### config.mk
export PLATFORM = sky130hd
export DESIGN_NAME = iplb_bank
export DESIGN_NICKNAME = d
export VERILOG_FILES = /design/src/hdl/iplb_pkg.sv /design/src/hdl/iplb_level_field.sv /design/src/hdl/iplb_bank.sv
export VERILOG_INCLUDE_DIRS = /design/src /design/src/hdl
export SDC_FILE = /design/constraint.sdc
export NUM_CORES = 1
export LEC_CHECK = 0
export BUFFER_PORTS_ARGS = -buffer_cell sky130_fd_sc_hd__buf_4
export CORE_ASPECT_RATIO = 0.75
export CORE_MARGIN = 4
export CORE_UTILIZATION = 42
export CTS_CLUSTER_SIZE = 25
export DETAILED_ROUTE_END_ITERATION = 6
export PLACE_DENSITY = 0.79
export REMOVE_ABC_BUFFERS = 1
export SYNTH_ARGS = -nofsm -noshare
export SYNTH_HDL_FRONTEND = slang
export SYNTH_SLANG_ARGS = --single-unit
export TNS_END_PERCENT = 10
### constraint.sdc
create_clock -name hclk -period 5 [get_ports hclk]
set_input_delay 0.5 -clock hclk [delete_from_list [all_inputs] [get_ports hclk]]
set_output_delay 0.5 -clock hclk [all_outputs]
set_load 0.005 [all_outputs]
### src/hdl/iplb_consts.svh
// offsets, field layouts, reset values and level codes of the priority level bank
`ifndef IPLB_CONSTS_SVH
`define IPLB_CONSTS_SVH

// register byte addresses (one aligned word each)
`define IPLB_OFS_CTL_8 12'h000
`define IPLB_OFS_CTL_9 12'h004
`define IPLB_OFS_CTL_10 12'h008
`define IPLB_OFS_CTL_11 12'h00C
`define IPLB_OFS_CTL_12 12'h010
`define IPLB_OFS_CTL_13 12'h014
`define IPLB_OFS_CTL_15 12'h018
`define IPLB_OFS_STATUS 12'h01C

// implemented-bit masks per register
`define IPLB_MASK_CTL_8 16'h0077
`define IPLB_MASK_CTL_9 16'h7770
`define IPLB_MASK_CTL_10 16'h7777
`define IPLB_MASK_CTL_11 16'h0077
`define IPLB_MASK_CTL_12 16'h0770
`define IPLB_MASK_CTL_13 16'h0770
`define IPLB_MASK_CTL_15 16'h0700

// every field resets to level 4
`define IPLB_LEVEL_RESET 3'h4
`define IPLB_LEVEL_OFF 3'h0
`define IPLB_LEVEL_LOW 3'h1
`define IPLB_LEVEL_TOP 3'h7

// field low-bit positions
`define IPLB_POS_HI 12
`define IPLB_POS_MID 8
`define IPLB_POS_LO4 4
`define IPLB_POS_LO0 0

`define IPLB_NUM_SRC 16

`endif

### src/hdl/iplb_pkg.sv
// types shared by the priority level bank
`default_nettype none
package iplb_pkg;
   typedef logic [2:0] iplb_level_type;
   typedef enum logic [2:0] {
      IPLB_ST_IDLE = 3'b001,
      IPLB_ST_WRITE = 3'b010,
      IPLB_ST_READ = 3'b100
   } iplb_state_type;
endpackage
`default_nettype wire

### src/hdl/iplb_level_field.sv
// one 3-bit priority field with its decoded level and enable
`include "iplb_consts.svh"
`default_nettype none
module iplb_level_field
   import iplb_pkg::*;
(
   input wire logic hclk,
   input wire logic hresetn,
   input wire logic wr_en,
   input wire logic [2:0] wr_val,
   output iplb_level_type level,
   output logic enabled
);
   iplb_level_type field_q;

   always_ff @(posedge hclk or negedge hresetn) begin
      if (!hresetn) begin
         field_q <= `IPLB_LEVEL_RESET;
      end else if (wr_en) begin
         field_q <= wr_val;
      end
   end

   // binary code is the level itself: 001 lowest, 111 highest
   assign level = field_q;
   assign enabled = (field_q != `IPLB_LEVEL_OFF);
endmodule
`default_nettype wire

### src/hdl/iplb_bank.sv
// priority level bank: AHB-Lite slave holding sixteen 3-bit source levels
//
// Notes on behaviour
// - code 111 is level 7, highest
// - code 000 disables the source
// - code 001 is level 1, lowest enabled
// - unused bits read zero, ignore writes
// - fields reset to 100, fully read/write
// - reg 8: spi2 event 6:4, fault 2:0
// - reg 9: capture 5,4,3 at 14:12,10:8,6:4
// - reg 10: compare 7,6,5, capture 6
// - reg 11: parallel port 6:4, compare8 2:0
// - reg 12: twowire2 master 10:8, slave 6:4
// - reg 13: ext irq4 10:8, irq3 6:4
// - reg 15: calendar clock 10:8 only
`include "iplb_consts.svh"
`default_nettype none
module iplb_bank
   import iplb_pkg::*;
(
   input wire logic hclk,
   input wire logic hresetn,
   input wire logic hsel,
   input wire logic [31:0] haddr,
   input wire logic [1:0] htrans,
   input wire logic hwrite,
   input wire logic [2:0] hsize,
   input wire logic [31:0] hwdata,
   input wire logic hready,
   output logic [31:0] hrdata,
   output logic hreadyout,
   output logic hresp,
   output logic [47:0] src_levels,
   output logic [15:0] src_enabled
);
   // ----------------------------------------------------------------
   // source order: index i owns bits 3i+2..3i of src_levels
   // ----------------------------------------------------------------
   // 0 serial_periph2_event 1 serial_periph2_fault 2 capture5 3 capture4
   // 4 capture3 5 compare7 6 compare6 7 compare5 8 capture6
   // 9 parallel_port 10 compare8 11 twowire2_master 12 twowire2_slave
   // 13 ext_irq4 14 ext_irq3 15 calendar_clock

   // ----------------------------------------------------------------
   // address phase capture
   // ----------------------------------------------------------------
   iplb_state_type state_q;
   iplb_state_type state_d;
   logic [11:0] addr_q;
   logic [31:0] rdata_q;
   logic [31:0] rdata_d;
   logic [47:0] levels_q;
   logic [15:0] enabled_q;

   wire logic take_req = hsel && hready && htrans[1];
   wire logic in_write = (state_q == IPLB_ST_WRITE);

   always_comb begin
      state_d = IPLB_ST_IDLE;
      if (take_req) begin
         state_d = hwrite ? IPLB_ST_WRITE : IPLB_ST_READ;
      end
      case (state_q)
         IPLB_ST_IDLE, IPLB_ST_WRITE, IPLB_ST_READ: begin
         end
         default: begin
            state_d = IPLB_ST_IDLE;
         end
      endcase
   end

   always_ff @(posedge hclk or negedge hresetn) begin
      if (!hresetn) begin
         state_q <= IPLB_ST_IDLE;
         addr_q <= 12'h000;
      end else begin
         state_q <= state_d;
         if (take_req) begin
            addr_q <= haddr[11:0];
         end
      end
   end

   // ----------------------------------------------------------------
   // write decode
   // ----------------------------------------------------------------
   wire logic wr_8 = in_write && (addr_q == `IPLB_OFS_CTL_8);
   wire logic wr_9 = in_write && (addr_q == `IPLB_OFS_CTL_9);
   wire logic wr_10 = in_write && (addr_q == `IPLB_OFS_CTL_10);
   wire logic wr_11 = in_write && (addr_q == `IPLB_OFS_CTL_11);
   wire logic wr_12 = in_write && (addr_q == `IPLB_OFS_CTL_12);
   wire logic wr_13 = in_write && (addr_q == `IPLB_OFS_CTL_13);
   wire logic wr_15 = in_write && (addr_q == `IPLB_OFS_CTL_15);

   // per-source write strobe and source bit position in hwdata
   logic [15:0] src_wr;
   logic [4:0] src_pos [16];

   assign src_wr = {wr_15, wr_13, wr_13, wr_12, wr_12, wr_11, wr_11, wr_10,
                    wr_10, wr_10, wr_10, wr_9, wr_9, wr_9, wr_8, wr_8};
   assign src_pos[0] = 5'(`IPLB_POS_LO4);
   assign src_pos[1] = 5'(`IPLB_POS_LO0);
   assign src_pos[2] = 5'(`IPLB_POS_HI);
   assign src_pos[3] = 5'(`IPLB_POS_MID);
   assign src_pos[4] = 5'(`IPLB_POS_LO4);
   assign src_pos[5] = 5'(`IPLB_POS_HI);
   assign src_pos[6] = 5'(`IPLB_POS_MID);
   assign src_pos[7] = 5'(`IPLB_POS_LO4);
   assign src_pos[8] = 5'(`IPLB_POS_LO0);
   assign src_pos[9] = 5'(`IPLB_POS_LO4);
   assign src_pos[10] = 5'(`IPLB_POS_LO0);
   assign src_pos[11] = 5'(`IPLB_POS_MID);
   assign src_pos[12] = 5'(`IPLB_POS_LO4);
   assign src_pos[13] = 5'(`IPLB_POS_MID);
   assign src_pos[14] = 5'(`IPLB_POS_LO4);
   assign src_pos[15] = 5'(`IPLB_POS_MID);

   // ----------------------------------------------------------------
   // priority fields
   // ----------------------------------------------------------------
   logic [47:0] lvl_w;
   logic [15:0] en_w;

   genvar gi;
   generate
      for (gi = 0; gi < `IPLB_NUM_SRC; gi = gi + 1) begin : g_src
         iplb_level_field u_field (
            .hclk(hclk),
            .hresetn(hresetn),
            .wr_en(src_wr[gi]),
            .wr_val(hwdata[src_pos[gi] +: 3]),
            .level(lvl_w[3*gi +: 3]),
            .enabled(en_w[gi])
         );
      end
   endgenerate

   // ----------------------------------------------------------------
   // register images, unused bits held at zero
   // ----------------------------------------------------------------
   wire logic [15:0] img_8 = {9'h000, lvl_w[2:0], 1'b0, lvl_w[5:3]};
   wire logic [15:0] img_9 = {1'b0, lvl_w[8:6], 1'b0, lvl_w[11:9], 1'b0, lvl_w[14:12], 4'h0};
   wire logic [15:0] img_10 = {1'b0, lvl_w[17:15], 1'b0, lvl_w[20:18], 1'b0, lvl_w[23:21],
                               1'b0, lvl_w[26:24]};
   wire logic [15:0] img_11 = {9'h000, lvl_w[29:27], 1'b0, lvl_w[32:30]};
   wire logic [15:0] img_12 = {5'h00, lvl_w[35:33], 1'b0, lvl_w[38:36], 4'h0};
   wire logic [15:0] img_13 = {5'h00, lvl_w[41:39], 1'b0, lvl_w[44:42], 4'h0};
   wire logic [15:0] img_15 = {5'h00, lvl_w[47:45], 8'h00};

   // read mux on the address phase so data stands in the next cycle
   wire logic [11:0] ra = haddr[11:0];

   always_comb begin
      rdata_d = 32'h0000_0000;
      case (ra)
         `IPLB_OFS_CTL_8: begin
            rdata_d = {16'h0000, img_8 & `IPLB_MASK_CTL_8};
         end
         `IPLB_OFS_CTL_9: begin
            rdata_d = {16'h0000, img_9 & `IPLB_MASK_CTL_9};
         end
         `IPLB_OFS_CTL_10: begin
            rdata_d = {16'h0000, img_10 & `IPLB_MASK_CTL_10};
         end
         `IPLB_OFS_CTL_11: begin
            rdata_d = {16'h0000, img_11 & `IPLB_MASK_CTL_11};
         end
         `IPLB_OFS_CTL_12: begin
            rdata_d = {16'h0000, img_12 & `IPLB_MASK_CTL_12};
         end
         `IPLB_OFS_CTL_13: begin
            rdata_d = {16'h0000, img_13 & `IPLB_MASK_CTL_13};
         end
         `IPLB_OFS_CTL_15: begin
            rdata_d = {16'h0000, img_15 & `IPLB_MASK_CTL_15};
         end
         `IPLB_OFS_STATUS: begin
            rdata_d = {16'h0000, en_w};
         end
         default: begin
            rdata_d = 32'h0000_0000;
         end
      endcase
      if (!(take_req && !hwrite)) begin
         rdata_d = 32'h0000_0000;
      end
   end

   // ----------------------------------------------------------------
   // registered outputs
   // ----------------------------------------------------------------
   always_ff @(posedge hclk or negedge hresetn) begin
      if (!hresetn) begin
         rdata_q <= 32'h0000_0000;
         levels_q <= {16{`IPLB_LEVEL_RESET}};
         enabled_q <= 16'hFFFF;
      end else begin
         rdata_q <= rdata_d;
         levels_q <= lvl_w;
         enabled_q <= en_w;
      end
   end

   // zero-wait slave, always OKAY
   assign hrdata = rdata_q;
   assign hreadyout = 1'b1;
   assign hresp = 1'b0;
   assign src_levels = levels_q;
   assign src_enabled = enabled_q;
endmodule
`default_nettype wire

==> reports/qor.yml, run 1 <==
hp-class: "in2async"
slew_violations: 0
grt_max_degree: 81
synth_top_area_cell: "dfrtp_1"
syn_inst: 355
cts_resized: 0
row_count: 35
slew_headroom_pct: 27.6
multi_input_area_um2: 1570
ys_seq_area_share_pct: 68.2
ir_drop_mv: 0.241
areaGrowthSynthToFinish_pct: 29.9
first_global_vias: 3552
rsz0062_at_grt: "false"
cts_setup_buffers: 0
n_fill_cell: 1032
first_pass_iters: 4
die_h_um: 106
num_io_pins: 172
clock_latency_ps: 420
skew_ps: 7.23
synth_top_area_share_pct: 44.1
viasPerCell: 5.07
die_area_um2: 14600
async_flop_share_pct: 100
drt.antenna.violating_nets: 0
max_freq_ghz: 0.341
synth_warnings: 0
seq_area_um2: 3640
finalNonFillerCells: 653
htreeDepth: 4
tightestPinTransition_ps: 1080
crit_required_ps: 5290
utilization_pct: 56.1
synth_most_common_cell: "dfrtp_1"
port_buffers: 109
synth.distinct_cells: 39
status: "finished clean"
synth_area_leaders: "dfrtp_1 (44%), dfstp_2 (24%), mux2_2 (13%)"
grt_remaining_overflow: 0
numCtsBuffers: 17
ys.flop_type: "dfrtp_1"
ctsHoldBuffers: 0
cts_tree: "done"
hold_viol: 0
yosys-top-cells-count: "dfrtp_1 (94), mux2_2 (63), dfstp_2 (49), buf_4 (19), or3_1 (16)"
initial_core_util_pct: 43.2
power.density_nw_per_um2: 400
critPathMaxFanout: 9
fin_ws_ps: 2070
synth_edf_count: 0
vias: 3311
grt.total_usage_pct: 18.1
antenna_found_initial: 0
finalCritPeriodShare_pct: 58.7
cap_violations: 0
dp_slack_ps: 2080
drt-total-wl_um: 12800
final_nets: 548
root_buffer: "clkbuf_16"
min_period_ps: 2930
syn-cell-area_um2: 5330
antenna_cells: 0
final-setup-viol-count: 0
drive_gt1_share_pct: 54.6
core_area_um2: 12300
die_w_um: 138
critPathKind: "reg2reg"
cts_buffer_depth: 2
crit_path_end_kind: "register"
dp.cells: 621
wl_per_cell_um: 19.6
gp_congestion: 0.853
synth_area_per_cell_um2: 15.0
grt_pass1_wl_um: 20000
startpoint_type: "register"
drt_iter0_drc: 247
ys_seq_elements: 143
critPathArrivalTime_ps: 3230
dp_hpwl_um: 9000
clk_pin_slew_ps: 60
setup_tns_ps: 0
cts_sinks: 143
route.detailed.drc: 0
p_leak_nw: 3.19
## metrics by stage
| step | hold slack [ps] | power, mW | area, um2 |
|---|---|---|---|
| 6_report | 114 | 2.77 | 6930 |
| 5_1_grt | 163 | 2.86 | 6930 |
| 4_1_cts | 136 | 2.79 | 6930 |
| 3_5_place_dp | 372 | 1.41 | 6270 |
| 3_3_place_gp | 369 | 1.40 | 6270 |
| 2_1_floorplan | 204 | 1.31 | 5220 |
## path summary, 6_finish.rpt
path / start / end / slack (ps) / depth (start not counted)
min in group hclk: hwrite / state_q[2] / 260 / 2
max reg2reg: addr_q[7] / g_src[2].u_field.level[1] / 2070 / 4
max: addr_q[7] / g_src[2].u_field.level[1] / 2070 / 4
max in group asynchronous: hresetn / hrdata[14] / 3660 / 2
min: hresetn / src_levels[36] / 110 / 1
min reg2reg: g_src[6].u_field.level[2] / src_levels[20] / 380 / 0
## where the power goes
part / switching (mW) / internal [mW]
clock network: 0.459 / 0.916
registers: 0.0340 / 1.21
logic: 0.0758 / 0.0715
## cell families (layout without fill, tap and decap cells)
family | count (synthesis) | in the layout | share of synthesized area, %
buffers and inverters | 31 | 147 | 3.54
DFF | 143 | 143 | 68.2
muxes | 69 | 69 | 15.1
xor gates and xnor gates | 1 | 1 | 0.164
other | 2 | 18 | 0.141
and+or+nand+nor | 77 | 77 | 8.42
AOI/OAI and AO/OA | 32 | 32 | 4.36
## per-layer routing
| layer | vias to the layer above | global-route usage, % | part of all wire [%] |
|---|---|---|---|
| li1 | 1468 | - | - |
| met3 | 17 | 5.90 | 6.9 |
| met5 | - | 0 | 0 |
| met2 | 119 | 28.6 | 48 |
| met1 | 1707 | 23.7 | 44 |
| met4 | 0 | 5.92 | 1.3 |
## registers in the layout, summed over array words and instances (netlist names)
signal	flops
src_enabled	16
hrdata	16
src_levels	48
g_src.u_field.level	48
addr_q	12
state_q	3
## cell usage in the layout (no fill, tap or decap), drive strengths merged, types with 3 or more instances in the layout
cell type  count
mux4           3
nand2         10
bufinv         4
inv            5
mux2i          3
nor3           9
or3           16
clkbuf        24
nor2          17
a22o           6
mux2          63
nand3          5
dfstp         49
dfrtp         94
clkinv         3
and3           4
conb          18
or4            3
nor2b          3
o2bb2ai        3
buf          110
a21oi          4
o21ai          3
a31oi          3
a22oi         10
## critical path, cell delays in order (launching register included)
cell and delay (ps):
dfrtp_1 380, or4_4 540, or4_4 550, nor3b_2 900, mux2_2 420
## final cells by class
class	instances	share of cell area [%]
sequential	143	52.5
multi-input combinational	197	22.7
timing repair buffer	110	12.0
clock buffer	24	7.39
tap	166	3.00
clock inverter	8	2.17
inverter	5	0.271
Power figures use the tool's default switching activity.
==> run 2, diff against run 1 <==
- ABC_AREA: default -> 1
- clock period: 5 -> 2.77 ns (I/O delays scaled with it)
==> reports/qor.yml, run 2 <==
grt.total_usage_pct: 18.8
grt_pass1_wl_um: 21800
first_pass_iters: 5
critPathMaxFanout: 24
power.density_nw_per_um2: 650
clock_latency_ps: 420
grt_remaining_overflow: 0
dp_hpwl_um: 9700
final-setup-viol-count: 0
yosys-top-cells-count: "nand2_1 (109), dfrtp_1 (94), inv_1 (60), nand3_1 (55), dfstp_2 (49)"
synthMuxAreaShare_pct: 0.202
crit_path_end_kind: "register"
synth_warnings: 0
crit_required_ps: 3080
vias: 4216
path_cells: "nor2_1 > nand2_1 > nor2_2 > nand3_2 > o21ai_1"
port_buffers: 109
synth_top_area_share_pct: 42.3
first_global_vias: 4317
p_leak_nw: 3.57
ys_seq_elements: 143
synth_edf_count: 0
viasPerCell: 4.94
r2r_slack_ps: 930
startpoint_type: "register"
num_io_pins: 172
route.detailed.drc: 0
syn_inst: 551
slew_headroom_pct: 61.6
core_area_um2: 13000
startpoint: "state_q[2]"
root_buffer: "clkbuf_16"
syn-cell-area_um2: 5570
die_w_um: 141
setup_tns_ps: 0
final_nets: 744
drive_gt1_share_pct: 31.5
ys.flop_type: "dfrtp_1"
ir_drop_mv: 0.409
cts_tree: "done"
dp.cells: 821
die_h_um: 108
slowest_stage: "nand3_2"
hold_viol: 0
r2r-start: "state_q[2]"
min_period_ps: 1840
wl_per_cell_um: 16.2
synth_fa_ha_area_share_pct: 0
tightestPinTransition_ps: 576
max_freq_ghz: 0.545
status: "finished clean"
async_flop_share_pct: 100
hp-class: "in2reg"
antenna_found_initial: 0
r2r_cells: 5
row_count: 36
clk_pin_slew_ps: 60
die_area_um2: 15200
htreeDepth: 4
mostFrequentLayoutCells: "buf_4 (118), nand2_1 (109), dfrtp_1 (94), inv_1 (60), nand3_1 (55)"
drt-total-wl_um: 13800
finalCritPeriodShare_pct: 66.3
synth_area_leaders: "dfrtp_1 (42%), dfstp_2 (23%), nand2_1 (7.4%)"
hold_start: "hwrite"
critPathKind: "reg2reg"
reg2reg_to: "g_src[7].u_field.level[0]"
cap_violations: 0
cts_sinks: 143
synth_top_area_cell: "dfrtp_1"
gp_congestion: 0.855
final_common_cell: "buf_4"
synth_most_common_cell: "nand2_1"
areaGrowthSynthToFinish_pct: 27.6
synth-simple-area-share_pct: 18.3
ys_seq_area_share_pct: 65.4
numCtsBuffers: 17
slew_violations: 0
drt.antenna.violating_nets: 0
synth.distinct_cells: 28
synth-compound-area-share_pct: 7.62
critPathArrivalTime_ps: 2150
initial_core_util_pct: 42.9
yosys.area_share.xor_xnor_pct: 0
grt_max_degree: 64
crit_path_end: "g_src[7].u_field.level[0]"
antenna_cells: 0
skew_ps: 16.3
synth_top_family_by_area: "simple AND/OR/NAND/NOR gates"
cpPeakStageDelay_ps: 540
drt_iter0_drc: 401
cts_buffer_depth: 2
rsz0062_at_grt: "false"
finalNonFillerCells: 853
synth_area_per_cell_um2: 10.1
-- run 2: cell types whose count changed after synthesis, sizes merged, moves of 5 or more --
cell,previous run,this run
buf,20,34
o21ai,3,68
inv,5,60
nor2,17,51
nor3,9,4
a22oi,10,0
or3,16,5
nand2,10,109
mux2,63,1
a22o,6,0
nand3,5,57
-- run 2: kinds of logic after synthesis --
family                 count (synthesis)
AND/OR/NAND/NOR                      229
flip-flops                           143
buffers and inverters                 96
AO/OA/AOI/OAI                         80
other                                  2
multiplexers                           1
-- run 2: worst max-delay path, delay by kind of cell (launching register included) --
kind	cells	cell delay (ps)
AO/OA/AOI/OAI	1	330
flip-flops	1	390
AND/OR/NAND/NOR	4	1020
-- run 2: what timing repair did --
action | 4_1_cts | 5_1_grt
hold endpoints to repair | 40 | 0
buffers inserted | 0 | 0
hold buffers | 1 | 0
gates resized for setup | 0 | 0
-- run 2: how the worst min path moves through the flow --
| stage | end | slack (ps) | cells after the start |
|---|---|---|---|
| after CTS | state_q[2] | 20 | 2 |
| final | state_q[2] | 30 | 2 |
| after global placement | addr_q[9] | 270 | 1 |
| after global routing | state_q[2] | 30 | 2 |
| after floorplan | addr_q[0] | -20 | 0 |
| after detailed placement | addr_q[9] | 280 | 1 |
-- run 2: through the flow --
| stage | instance area [um2] | total power [mW] | setup slack (ps) | utilization, % | hold WS (ps) |
|---|---|---|---|---|---|
| after floorplan | 5390 | 2.28 | 1030 | - | -18.6 |
| after global routing | 7100 | 4.78 | 792 | 54.7 | 31.7 |
| final | 7100 | 4.61 | 933 | 54.7 | 26.5 |
| after global placement | 6500 | 2.39 | 862 | 50.1 | 270 |
| after CTS | 7100 | 4.66 | 979 | 54.7 | 20.3 |
| after detailed placement | 6500 | 2.40 | 818 | 50.1 | 282 |
-- run 2: routing by layer --
metal | track usage [%] | part of all wire, % | vias to the layer above
li1 | - | - | 1950
met1 | 24.4 | 44 | 2040
met2 | 29.0 | 46 | 203
met3 | 5.51 | 7.7 | 23
met4 | 8.99 | 2.2 | 0
met5 | 0 | 0 | -
-- run 2: final cells by class --
type / count / area, um2
clock buffer: 22 / 484
clock inverter: 9 / 109
fill: 1137 / 5870
inverter: 60 / 225
multi-input combinational: 328 / 1520
sequential: 143 / 3640
tap: 171 / 214
timing repair buffer: 120 / 907
-- run 2: report_power, final --
| group | internal [mW] | leakage, nW | total [mW] | switching, mW |
|---|---|---|---|---|
| combinational | 0.0749 | 1.81 | 0.201 | 0.126 |
| sequential | 2.13 | 1.48 | 2.17 | 0.0347 |
| clock | 1.41 | 0.280 | 2.24 | 0.832 |
| total | 3.62 | 3.57 | 4.61 | 0.992 |
